`src/osf_pkg.sv`:
```
package osf_pkg;
    localparam int          OSF_DEPTH       = 32;
    localparam int          OSF_PTR_W       = 5;
    localparam int          OSF_WORD_W      = 24;
    localparam int          OSF_ADC_W       = 19;
    localparam int          OSF_SLOTS       = 4;
    localparam logic [5:0]  OSF_FULL_COUNT  = 6'h20;
    localparam logic [4:0]  OSF_LOST_MAX    = 5'h1f;
    localparam logic [1:0]  OSF_LAST_BYTE   = 2'h2;
    localparam logic [1:0]  OSF_LAST_SLOT   = 2'h3;
    // register offsets
    localparam logic [7:0]  OSF_A_FLAGS     = 8'h00;
    localparam logic [7:0]  OSF_A_MASK      = 8'h02;
    localparam logic [7:0]  OSF_A_WR_IDX    = 8'h04;
    localparam logic [7:0]  OSF_A_LOST      = 8'h05;
    localparam logic [7:0]  OSF_A_RD_IDX    = 8'h06;
    localparam logic [7:0]  OSF_A_DATA      = 8'h07;
    localparam logic [7:0]  OSF_A_SETUP     = 8'h08;
    localparam logic [7:0]  OSF_A_SLOT_LO   = 8'h09;
    localparam logic [7:0]  OSF_A_SLOT_HI   = 8'h0a;
    // field positions and reset values
    localparam int          OSF_B_AFULL     = 7;
    localparam int          OSF_B_READY     = 6;
    localparam logic [6:0]  OSF_SETUP_RST   = 7'h0f;
    localparam logic [7:0]  OSF_MASK_RST    = 8'h00;
    localparam logic [7:0]  OSF_SLOT_RST    = 8'h00;
    // slot type codes
    localparam logic [3:0]  OSF_SLOT_NONE   = 4'h0;
    localparam logic [3:0]  OSF_SLOT_ONE    = 4'h1;
    localparam logic [3:0]  OSF_SLOT_TWO    = 4'h2;
    localparam logic [3:0]  OSF_SLOT_PILOT  = 4'h5;
    localparam logic [3:0]  OSF_SLOT_AMB    = 4'hc;
    localparam logic [3:0]  OSF_SLOT_BOTH   = 4'hd;

    typedef struct packed {
        logic       clear_on_data_read;
        logic       afull_type;
        logic       overwrite_when_full;
        logic [3:0] watermark;
    } osf_setup_t;

    typedef enum logic [1:0] {
        OSF_IDLE    = 2'b00,
        OSF_AMBIENT = 2'b01,
        OSF_EXPOSE  = 2'b11,
        OSF_PUSH    = 2'b10
    } osf_seq_t;
endpackage : osf_pkg

```
`src/osf_sample_ram.sv`:
```
`timescale 1ns/1ps
`default_nettype none
module osf_sample_ram #(
    parameter int W  = 24,
    parameter int D  = 32,
    parameter int AW = 5
) (
    // clock
    input  wire logic          core_clk,
    // write side
    input  wire logic          wr_en,
    input  wire logic [AW-1:0] wr_addr,
    input  wire logic [W-1:0]  wr_data,
    // read side
    input  wire logic [AW-1:0] rd_addr,
    output logic      [W-1:0]  rd_data_q
);
    logic [W-1:0] mem [D];

    always_ff @(posedge core_clk) begin
        if (wr_en) begin
            mem[wr_addr] <= wr_data;
        end
    end

    always_ff @(posedge core_clk) begin
        rd_data_q <= mem[rd_addr];
    end
endmodule : osf_sample_ram
`default_nettype wire

```
`src/osf_top.sv`:
```
// Functional notes
// - sample word holds converter msb at bit 18, upper bits zero.
// - pulse width select gives 19/18/17/16 bit resolution, low bits cleared.
// - almost full when stored count reaches 32 minus watermark.
// - almost full sets flag and drives interrupt low when mask bit set.
// - status read clears flag; data read also clears when clear-on-data-read set.
// - clear-on-data-read low leaves flags untouched by data reads.
// - full with overwrite set still pushes, discarding oldest sample.
// - full with overwrite clear drops sample, write index unchanged.
// - style low re-asserts almost full on every push while condition holds.
// - style high asserts almost full only when condition newly appears.
// - ambient phase leds off, exposure leds on, ambient subtracted.
// - direct ambient slot stores its own converted value in slot order with led results.
// - slots store results in successive locations each sample period.
// - sequence walks slots one to four, ending at first none or reserved slot.
// - lost count counts lost samples, saturates, clears on pop.
// - read index advances per sample, wraps, host writable.
// - each sample takes three data register reads.
`timescale 1ns/1ps
`default_nettype none
module osf_top
    import osf_pkg::*;
(
    // clock and reset
    input  wire logic        core_clk,
    input  wire logic        rst_n,
    // register port
    input  wire logic [7:0]  reg_addr,
    input  wire logic        reg_wr,
    input  wire logic        reg_rd,
    input  wire logic [7:0]  reg_wdata,
    output logic      [7:0]  reg_rdata_q,
    // conversion front end
    input  wire logic        sample_tick,
    input  wire logic [1:0]  pulse_width_select,
    input  wire logic        conv_done,
    input  wire logic [18:0] conv_value,
    output logic             integ_start_q,
    output logic             first_emitter_q,
    output logic             second_emitter_q,
    output logic             pilot_q,
    // interrupt pin
    output logic             int_n_q
);
    osf_setup_t       setup_q;
    logic [7:0]       mask_q;
    logic [7:0]       slot_lo_q;
    logic [7:0]       slot_hi_q;
    logic [7:6]       flags_q;
    logic [7:6]       flags_d;
    logic [4:0]       write_index_q;
    logic [4:0]       read_index_q;
    logic [4:0]       lost_sample_count_q;
    logic [5:0]       count_q;
    logic [1:0]       byte_q;
    logic             push_q;
    logic             cond_q;
    osf_seq_t         state_q;
    logic [1:0]       slot_q;
    logic [18:0]      amb_q;
    logic [23:0]      word_q;
    logic             seq_end_q;
    logic [23:0]      mem_q;

    function automatic logic [3:0] slot_code(input logic [7:0] lo, input logic [7:0] hi, input logic [1:0] s);
        case (s)
            2'h0:    slot_code = lo[3:0];
            2'h1:    slot_code = lo[7:4];
            2'h2:    slot_code = hi[3:0];
            default: slot_code = hi[7:4];
        endcase
    endfunction : slot_code

    // reserved codes end the sequence like none, so no undefined slot is run
    function automatic logic active(input logic [3:0] c);
        active = (c == OSF_SLOT_ONE) || (c == OSF_SLOT_TWO) || (c == OSF_SLOT_PILOT) ||
                 (c == OSF_SLOT_AMB) || (c == OSF_SLOT_BOTH);
    endfunction : active

    function automatic osf_seq_t first_phase(input logic [3:0] c);
        first_phase = (c == OSF_SLOT_AMB) ? OSF_EXPOSE : OSF_AMBIENT;
    endfunction : first_phase

    // {pilot, second, first}
    function automatic logic [2:0] emitters(input logic [3:0] c);
        case (c)
            OSF_SLOT_ONE:   emitters = 3'h1;
            OSF_SLOT_TWO:   emitters = 3'h2;
            OSF_SLOT_PILOT: emitters = 3'h5;
            OSF_SLOT_BOTH:  emitters = 3'h3;
            default:        emitters = 3'h0;
        endcase
    endfunction : emitters

    function automatic logic [18:0] res_mask(input logic [1:0] pw);
        case (pw)
            2'h3:    res_mask = 19'h7ffff;
            2'h2:    res_mask = 19'h7fffe;
            2'h1:    res_mask = 19'h7fffc;
            default: res_mask = 19'h7fff8;
        endcase
    endfunction : res_mask

    // decode
    logic       status_rd;
    logic       data_rd;
    logic       idx_wr;
    logic       full;
    logic       push_req;
    logic       write;
    logic       pop;
    logic       ovr;
    logic       cond;
    logic       afull_set;
    logic       flag_clr;
    logic [3:0] cur_code;
    logic [3:0] next_code;
    logic [4:0] wr_next;
    logic [4:0] rd_new;
    logic [18:0] corrected;
    logic [7:0]  mask_d;

    assign status_rd = reg_rd && (reg_addr == OSF_A_FLAGS);
    assign data_rd   = reg_rd && (reg_addr == OSF_A_DATA);
    assign idx_wr    = reg_wr && (reg_addr == OSF_A_RD_IDX);
    assign full      = (count_q == OSF_FULL_COUNT);
    assign push_req  = (state_q == OSF_PUSH);
    assign pop       = data_rd && (count_q != 6'h00) && (byte_q == OSF_LAST_BYTE);
    assign write     = push_req && (!full || pop || setup_q.overwrite_when_full);
    assign ovr       = write && full && !pop;
    assign wr_next   = write_index_q + {4'h0, write};
    assign rd_new    = reg_wdata[4:0];
    assign cond      = count_q >= (OSF_FULL_COUNT - {2'h0, setup_q.watermark});
    assign afull_set = setup_q.afull_type ? (cond && !cond_q) : (push_q && cond);
    assign flag_clr  = status_rd || (data_rd && setup_q.clear_on_data_read);
    assign cur_code  = slot_code(slot_lo_q, slot_hi_q, slot_q);
    assign next_code = slot_code(slot_lo_q, slot_hi_q, slot_q + 2'h1);
    assign corrected = (conv_value > amb_q) ? (conv_value - amb_q) : 19'h00000;
    // the pin must follow a mask write at the same edge as the mask itself
    assign mask_d    = (reg_wr && reg_addr == OSF_A_MASK) ? {reg_wdata[7:3], 3'h0} : mask_q;

    // set wins over clear
    always_comb begin
        flags_d[OSF_B_AFULL] = afull_set || (flags_q[OSF_B_AFULL] && !flag_clr);
        flags_d[OSF_B_READY] = seq_end_q || (flags_q[OSF_B_READY] && !flag_clr);
    end

    always_ff @(posedge core_clk) begin
        if (!rst_n) begin
            flags_q <= 2'h0;
            int_n_q <= 1'b1;
            cond_q  <= 1'b0;
            push_q  <= 1'b0;
        end else begin
            flags_q <= flags_d;
            int_n_q <= !((flags_d[OSF_B_AFULL] && mask_d[OSF_B_AFULL]) ||
                         (flags_d[OSF_B_READY] && mask_d[OSF_B_READY]));
            cond_q  <= cond;
            push_q  <= write;
        end
    end

    // configuration registers
    always_ff @(posedge core_clk) begin
        if (!rst_n) begin
            setup_q   <= OSF_SETUP_RST;
            mask_q    <= OSF_MASK_RST;
            slot_lo_q <= OSF_SLOT_RST;
            slot_hi_q <= OSF_SLOT_RST;
        end else if (reg_wr) begin
            case (reg_addr)
                OSF_A_MASK:    mask_q    <= {reg_wdata[7:3], 3'h0};
                OSF_A_SETUP:   setup_q   <= reg_wdata[6:0];
                OSF_A_SLOT_LO: slot_lo_q <= reg_wdata;
                OSF_A_SLOT_HI: slot_hi_q <= reg_wdata;
                default:       ;
            endcase
        end
    end

    // queue indices; a host index write in the same cycle as a pop takes precedence
    always_ff @(posedge core_clk) begin
        if (!rst_n) begin
            write_index_q       <= 5'h00;
            read_index_q        <= 5'h00;
            lost_sample_count_q <= 5'h00;
            count_q             <= 6'h00;
            byte_q              <= 2'h0;
        end else begin
            write_index_q <= wr_next;
            if (idx_wr) begin
                read_index_q <= rd_new;
                count_q      <= {1'b0, wr_next - rd_new};
                byte_q       <= 2'h0;
            end else begin
                read_index_q <= read_index_q + {4'h0, pop || ovr};
                count_q      <= count_q + {5'h00, write && !ovr} - {5'h00, pop};
                if (data_rd && count_q != 6'h00) begin
                    byte_q <= (byte_q == OSF_LAST_BYTE) ? 2'h0 : byte_q + 2'h1;
                end
            end
            if (pop) begin
                lost_sample_count_q <= 5'h00;
            end else if (push_req && full && lost_sample_count_q != OSF_LOST_MAX) begin
                lost_sample_count_q <= lost_sample_count_q + 5'h01;
            end
        end
    end

    // overwrite during a partly read sample can mix bytes of two samples
    osf_sample_ram #(
        .W  (OSF_WORD_W),
        .D  (OSF_DEPTH),
        .AW (OSF_PTR_W)
    ) u_ram (
        .core_clk  (core_clk),
        .wr_en     (write),
        .wr_addr   (write_index_q),
        .wr_data   (word_q),
        .rd_addr   (read_index_q),
        .rd_data_q (mem_q)
    );

    // register read data
    always_ff @(posedge core_clk) begin
        if (!rst_n) begin
            reg_rdata_q <= 8'h00;
        end else if (reg_rd) begin
            case (reg_addr)
                OSF_A_FLAGS:   reg_rdata_q <= {flags_q, 6'h00};
                OSF_A_MASK:    reg_rdata_q <= mask_q;
                OSF_A_WR_IDX:  reg_rdata_q <= {3'h0, write_index_q};
                OSF_A_LOST:    reg_rdata_q <= {3'h0, lost_sample_count_q};
                OSF_A_RD_IDX:  reg_rdata_q <= {3'h0, read_index_q};
                OSF_A_DATA: begin
                    if (count_q == 6'h00) begin
                        reg_rdata_q <= 8'h00;
                    end else begin
                        case (byte_q)
                            2'h0:    reg_rdata_q <= mem_q[23:16];
                            2'h1:    reg_rdata_q <= mem_q[15:8];
                            default: reg_rdata_q <= mem_q[7:0];
                        endcase
                    end
                end
                OSF_A_SETUP:   reg_rdata_q <= {1'b0, setup_q};
                OSF_A_SLOT_LO: reg_rdata_q <= slot_lo_q;
                OSF_A_SLOT_HI: reg_rdata_q <= slot_hi_q;
                default:       reg_rdata_q <= 8'h00;
            endcase
        end
    end

    // exposure sequencer
    always_ff @(posedge core_clk) begin
        if (!rst_n) begin
            state_q          <= OSF_IDLE;
            slot_q           <= 2'h0;
            amb_q            <= 19'h00000;
            word_q           <= 24'h000000;
            seq_end_q        <= 1'b0;
            integ_start_q    <= 1'b0;
            first_emitter_q  <= 1'b0;
            second_emitter_q <= 1'b0;
            pilot_q          <= 1'b0;
        end else begin
            integ_start_q <= 1'b0;
            seq_end_q     <= 1'b0;
            case (state_q)
                OSF_IDLE: begin
                    slot_q <= 2'h0;
                    amb_q  <= 19'h00000;
                    if (sample_tick && active(slot_lo_q[3:0])) begin
                        state_q       <= first_phase(slot_lo_q[3:0]);
                        integ_start_q <= 1'b1;
                        {pilot_q, second_emitter_q, first_emitter_q} <= 3'h0;
                    end
                end
                OSF_AMBIENT: begin
                    if (conv_done) begin
                        amb_q         <= conv_value;
                        state_q       <= OSF_EXPOSE;
                        integ_start_q <= 1'b1;
                        {pilot_q, second_emitter_q, first_emitter_q} <= emitters(cur_code);
                    end
                end
                OSF_EXPOSE: begin
                    if (conv_done) begin
                        word_q  <= {5'h00, corrected & res_mask(pulse_width_select)};
                        state_q <= OSF_PUSH;
                        {pilot_q, second_emitter_q, first_emitter_q} <= 3'h0;
                    end
                end
                OSF_PUSH: begin
                    amb_q <= 19'h00000;
                    if (slot_q == OSF_LAST_SLOT || !active(next_code)) begin
                        state_q   <= OSF_IDLE;
                        seq_end_q <= 1'b1;
                    end else begin
                        slot_q        <= slot_q + 2'h1;
                        state_q       <= first_phase(next_code);
                        integ_start_q <= 1'b1;
                    end
                end
                default: state_q <= OSF_IDLE;
            endcase
        end
    end

    chk_word_msb_place: assert property (@(posedge core_clk) disable iff (!rst_n)
        push_req |-> (word_q[23:19] == 5'h00)) else $error("upper sample bits not zero");
    chk_res_low_bits: assert property (@(posedge core_clk) disable iff (!rst_n)
        (state_q == OSF_EXPOSE && conv_done && pulse_width_select == 2'h0) |=> (word_q[2:0] == 3'h0))
        else $error("low bits kept at 16 bit resolution");
    chk_afull_reassert: assert property (@(posedge core_clk) disable iff (!rst_n)
        (write && !setup_q.afull_type && count_q + 6'h01 >= OSF_FULL_COUNT - {2'h0, setup_q.watermark}
         && !ovr && !pop && !idx_wr) |=> ##1 flags_q[OSF_B_AFULL]) else $error("almost full not raised after push");
    chk_int_pin_low: assert property (@(posedge core_clk) disable iff (!rst_n)
        (flags_q[OSF_B_AFULL] && mask_q[OSF_B_AFULL]) |-> !int_n_q) else $error("interrupt pin not low");
    chk_status_clear: assert property (@(posedge core_clk) disable iff (!rst_n)
        (status_rd && !afull_set) |=> !flags_q[OSF_B_AFULL]) else $error("status read did not clear");
    chk_data_keeps_flag: assert property (@(posedge core_clk) disable iff (!rst_n)
        (data_rd && !setup_q.clear_on_data_read && flags_q[OSF_B_AFULL]) |=> flags_q[OSF_B_AFULL])
        else $error("data read cleared flag");
    chk_drop_when_full: assert property (@(posedge core_clk) disable iff (!rst_n)
        (push_req && full && !setup_q.overwrite_when_full && !pop) |=> $stable(write_index_q))
        else $error("write index moved on drop");
    chk_overwrite_full: assert property (@(posedge core_clk) disable iff (!rst_n)
        (push_req && full && setup_q.overwrite_when_full && !pop && !idx_wr) |=>
        (write_index_q == $past(write_index_q) + 5'h01) && full) else $error("overwrite push missing");
    chk_lost_cleared: assert property (@(posedge core_clk) disable iff (!rst_n)
        pop |=> (lost_sample_count_q == 5'h00)) else $error("lost count not cleared");
    chk_ambient_dark: assert property (@(posedge core_clk) disable iff (!rst_n)
        (state_q == OSF_AMBIENT) |-> !(first_emitter_q || second_emitter_q || pilot_q))
        else $error("emitter lit in ambient phase");
endmodule : osf_top
`default_nettype wire
```
`config.mk`:
```
export PLATFORM = sky130hd
export DESIGN_NAME = osf_top
export DESIGN_NICKNAME = d
export VERILOG_FILES = /design/src/osf_pkg.sv /design/src/osf_sample_ram.sv /design/src/osf_top.sv
export SDC_FILE = /design/constraint.sdc
export NUM_CORES = 1
export LEC_CHECK = 0
export BUFFER_PORTS_ARGS = -buffer_cell sky130_fd_sc_hd__buf_2
export CAP_MARGIN = 30
export CORE_ASPECT_RATIO = 1.25
export CORE_MARGIN = 5
export CORE_UTILIZATION = 42
export DETAILED_ROUTE_END_ITERATION = 8
export PLACE_DENSITY = 0.68
export SYNTH_ARGS = -nofsm -noshare
export SYNTH_HDL_FRONTEND = slang
export SYNTH_SLANG_ARGS = --single-unit
```
`constraint.sdc`:
```
create_clock -name core_clk -period 3.8 [get_ports core_clk]
set_input_delay 0.38 -clock core_clk [delete_from_list [all_inputs] [get_ports core_clk]]
set_output_delay 0.38 -clock core_clk [all_outputs]
set_load 0.005 [all_outputs]
```
==> Yosys cells after proc, flatten, opt, wreduce, memory -nomap -nowiden <==
Memory sizes are Yosys's and may differ from the RTL's. A register that Yosys moved wholly into a read port is not among the register bits.
Index checks and enable logic that the tools add are counted.
{ "totals": {"regBits": 135, "ram_bits": 608, "input_bits": 43, "out_inout_bits": 13, "word_cells": 192, "n_memories": 1} }
{ "op_classes": {"n_addsub": 10, "magnitude_cmp": 2, "n_eq_ne": 41, "mux": 42, "bitwise_logic": 2, "n_reduce_logical": 66} }
{ "mem_list": {"columns": ["name", "depth", "word_bits", "read_ports", "rd_clocked_by_memory_dff", "write_ports", "line_no", "source"], "rows": [
  ["u_ram.mem", 32, 19, 1, 1, 1, "osf_sample_ram.sv:18", "logic [W-1:0] mem [D];"]
]} }
{ "op_table": {"columns": ["cell", "count"], "rows": [
  ["19-bit two-way mux", 5],
  ["8-bit case mux with 9 select lines", 1],
  ["19-bit case mux with 2 select lines", 1],
  ["8-bit by 3-bit equality test with 1-bit output (second input constant)", 4],
  ["8-bit by 4-bit equality test with 1-bit output (second input constant)", 3],
  ["4-bit case mux with 3 select lines", 2],
  ["4-bit equality test (second input constant)", 5],
  ["1-bit logical AND", 20],
  ["19-bit AND", 1],
  ["19-bit greater-than comparator", 1],
  ["19-bit subtractor", 1],
  ["2-bit equality test (second input constant)", 8],
  ["1-bit logical OR", 16],
  ["2-bit two-way mux", 8],
  ["8-bit two-way mux", 2],
  ["8-bit case mux with 2 select lines", 1],
  ["2-bit AND reduction", 8],
  ["4-bit by 1-bit equality test with 1-bit output (second input constant)", 3],
  ["4-bit by 2-bit equality test with 1-bit output (second input constant)", 3],
  ["4-bit by 3-bit equality test with 1-bit output (second input constant)", 3],
  ["1-bit two-way mux", 12],
  ["1-bit case mux with 3 select lines", 4],
  ["3-bit case mux with 4 select lines", 1],
  ["5-bit by 1-bit adder with 5-bit output", 2],
  ["27 further kinds", 48]
]} }

==> Longest topological paths before layout <==
{ "depth": {"word_depth": 14, "depth_mapped": 17, "ltp_nobuf": 17} }

==> By module <==
From an unflattened synthesis, not the netlist that was laid out.
{ "hier_totals": {"hier_cells": 2546, "hier_area_um2": 37344.6} }
{ "by_module_without_submodules": {"columns": ["module", "n_inst", "cells_per_inst", "area_each_um2", "seq_area_each_um2"], "rows": [
  ["osf_sample_ram", 1, 1711, 30480.5, 23542.6],
  ["osf_top", 1, 835, 6864.1, 2222.1]
]} }

==> Least setup slack after synthesis <==
No wires, ideal clock.
{ "synth_timing": {"path_kind": "register to register", "start": "reg count_q[2]", "end": "reg count_q[4]", "setup_ns": 0.116, "arrival_ns": 3.088, "t_required_ns": 3.684, "slack_ns": 0.595, "path_stages_with_launch": 17, "n_path_buf": 0, "synth_period_minus_slack_ns": 3.205, "path_cell_list": "dfxtp_1 -> inv_1 -> ha_1 -> and3_1 -> a211oi_1 -> nand4b_1 -> a21o_1 -> inv_2 -> ha_1 -> ha_1 -> xor2_1 -> ha_1 -> a21o_1 -> a21oi_1 -> xor2_1 -> xnor2_1 -> o211a_1"} }
{ "synth_via": {"word_cells_on_any_way": 18, "classes_between": "4 x add/sub; 1 x eq/ne; 1 x mux; 12 x reduce/logical"} }
{ "synth_lines": {"columns": ["element", "line_no", "source"], "rows": [
  ["from (decl)", "osf_top.sv:54", "logic [5:0] count_q;"],
  ["from (signal assigned)", "osf_top.sv:193", "count_q <= {1'b0, wr_next - rd_new};"],
  ["from (signal assigned)", "osf_top.sv:197", "count_q <= count_q + {5'h00, write && !ovr} - {5'h00, pop};"],
  ["6-bit nonzero test", "osf_top.sv:128", "assign pop = data_rd && (count_q != 6'h00) && (byte_q == OSF_LAST_BYTE);"],
  ["1-bit logical AND (2 in series)", "osf_top.sv:128", null],
  ["1-bit logical OR * (2 in series)", "osf_top.sv:129", "assign write = push_req && (!full || pop || setup_q.overwrite_when_full);"],
  ["1-bit logical AND *", "osf_top.sv:129", null],
  ["via u_ram.wr_en", "osf_sample_ram.sv:11", "input wire logic wr_en,"],
  ["5-bit by 1-bit adder with 5-bit output *", "osf_top.sv:131", "assign wr_next = write_index_q + {4'h0, write};"],
  ["via wr_next[2]", "osf_top.sv:118", "logic [4:0] wr_next;"],
  ["5-bit subtractor *", "osf_top.sv:193", null],
  ["5-bit two-way mux *", "osf_top.sv:191", "if (idx_wr) begin"]
]} }
The timed path passes the listed nets; every way through them passes the cells marked *.
A chain may end at the register's enable or synchronous reset.

==> Worst setup path in the final report <==
Ends and elaborated chain as after synthesis.

==> results.ini <==
[run_status]
outcome = complete, no violations

[timing]
worst_slew_pin_slew_ps = 892
fmax_mhz = 285
min_period_over_period_pct = 92.5
fin_crit_ps = 3510
setup_tns_ps = 0
rsz0062_at_grt = false
slew_headroom_pct = 40.2
maxSlewViolCount = 0
finClkSkew_ps = 26.4
timing_hold_violations_final = 0
setup_viol = 0
hold_slack_ps = 76.8

[global_routing]
first_global_vias = 16500
grt_max_degree = 64
gr-total-overflow = 0
grt_use_total_pct = 17.9
antenna_found_initial = 4
grt_pass1_wl_mm = 107

[pwr]
fin_total_pwr_mw = 15.7
p_leak_nw = 11.7
ir_drop_mv = 0.312
power_density_nw_per_um2 = 453

[synthesis]
syn-num-nets = 1850
netlist_instances = 1754
synthArstFlopShare_pct = 0
synthMostInstantiatedCell = edfxtp_1
synth_ff_type = edfxtp_1
ys_types = 68
seq_area_frac_synth_pct = 68.4
avgSynthCellArea_sq_um = 17.4
synth_top_area_share_pct = 59.9
synth-edff-count = 608
synth_area_leader_cell = edfxtp_1
synth_common_cells = edfxtp_1 (608), mux4_2 (190), dfxtp_1 (130)
synth_area_leaders = edfxtp_1 (60%), mux4_2 (14%), dfxtp_1 (8.5%)
yosysWarningCount = 0
syn_area_sq_um = 30500
ys_ff_latch = 738

[routing]
post_drt_wl_per_cell_um = 24.6
drtIter0Drc = 1298
routed_via_density = 5.72
dr_total_vias = 16500
ant_nets = 0
wirelength_mm = 70.9
drc = 0
drt_pre_antenna_iters = 6

[clock_tree]
numClockSinks = 738
insertion_delay_ps = 610
cts_made_buffers = 69
cts_root_buf = clkbuf_16
hold_buffers = 0
h-tree-depth = 3
cts_buffer_depth = 3
clk_pin_slew_ps = 70
cts_tree = built

[floorplanning]
core_sq_um = 72000
die_h_um = 311
start_util_pct = 42.4
num_rows = 110
die-area_sq_um = 78100
die_w_um = 251
ioPinCount = 56

[worst_setup_path]
cp_max_fo = 5
critPathKind = reg -> reg
cp-end-kind = flip-flop
critPathLaunchType = flip-flop
startpoint = count_q[2]
worstReg2RegStart = count_q[2]
required_ps = 4300
rrSetupSlack_ps = 290
arrival_ps = 4010

[hold_path]
min_path_type = in -> reg
worstHoldStart = conv_value[18]

[placed_design]
dp_cells = 2750
dp_hpwl_mm = 45.8
gp_congestion = 0.890
placement.io_buffers = 55

[cells_and_area]
fill_cells = 5877
drive_gt1_share_pct = 25.5
stdcell_count = 2879
syn_to_final_growth_pct = 13.4
num-nets-final = 1967

[flow_run]
maxCapViolations = 0

[per-layer routing]
metal  GRT usage [%]  wire length, um
met4            6.50             2380
met3            2.68             4110
met2            30.7            36500
met1            23.4            27900
met5               0                0
[per-stage QoR]
step | worst slack (ps) | util [%] | area, sq um
detailed placement | 144 | 44.9 | 32300
floorplan | 595 | - | 30500
finish | 286 | 48.0 | 34600
global placement | 276 | 44.8 | 32300
CTS | 117 | 48.0 | 34500
global route | 24.1 | 48.0 | 34600
[registers in the layout, indices dropped and copies added (netlist names), 2 cells and up]
register             cells
slot_q                   2
count_q                  6
amb_q                   19
slot_hi_q                8
slot_lo_q                8
read_index_q             5
u_ram.mem              608
word_q                  19
byte_q                   2
mask_q                   5
setup_q                  7
u_ram.rd_data_q         19
state_q                  2
reg_rdata_q              8
lost_sample_count_q      5
write_index_q            5
flags_q                  2
[power breakdown]
| part | internal, mW | switching (mW) | total [mW] |
|---|---|---|---|
| clock | 3.83 | 2.95 | 6.78 |
| combinational | 0.109 | 0.160 | 0.269 |
| sequential | 8.63 | 0.00408 | 8.63 |
[cells by family after synthesis]
kind of cell | share of synthesized area (%)
flops | 68.4
buf+inv | 1.99
fa+ha+maj | 2.25
simple gates | 5.38
xor+xnor | 0.919
compound gates | 4.65
mux | 16.4
[cell type report]
type                       count  area, sq um  share of cell area (%)
tap                          952         1190                    3.44
clock buffer                  91         1870                    5.41
timing repair buffer         139         1020                    2.96
clock inverter                31          318                   0.919
sequential                   738        20900                    60.4
inverter                      51          191                   0.554
antenna                        5         12.5                  0.0362
multi-input combinational    872         9100                    26.3
[critical path, cell delays in order (launching register included)]
cell      delay, ps
dfxtp_1         360
inv_1            80
ha_1            190
and3_1          200
a211oi_2        270
nand4b_1        220
a21o_1          250
inv_2           120
ha_1            180
ha_1            190
xor2_1          230
ha_1            310
a21o_1          190
a21oi_1         170
xor2_1          180
xnor2_1          80
o211a_1         200
[timing repair]
item                       4_1_cts  5_1_grt
hold endpoints to repair         0        0
buffers inserted                 0        1
gates resized for setup          0        1
setup endpoints to repair        0        1
[cell usage in the layout, fill, tap and decap left out, types with 13 or more instances in the layout]
master and count:
mux2_2 20, buf_4 75, mux2i_1 49, mux4_2 190, clkbuf_1 17, nand2_1 68, o21ai_0 32, ha_1 50
nor2b_1 76, a22oi_1 40, nand2b_1 15, nor2_2 32, a21oi_1 51, edfxtp_1 608, xnor2_1 14, buf_2 55
nor2_1 40, inv_1 49, nand3_1 21, xor2_1 18, and2_1 13, clkbuf_16 70, dfxtp_1 126
[final timing paths]
| path | endpoint | cells after the start |
|---|---|---|
| worst max-delay path | count_q[4] | 16 |
| worst min-delay path | amb_q[18] | 3 |
| worst max register to register | count_q[4] | 16 |
| worst min register to register | first_emitter_q | 2 |
No activity file was read; power rests on OpenSTA's default activity.
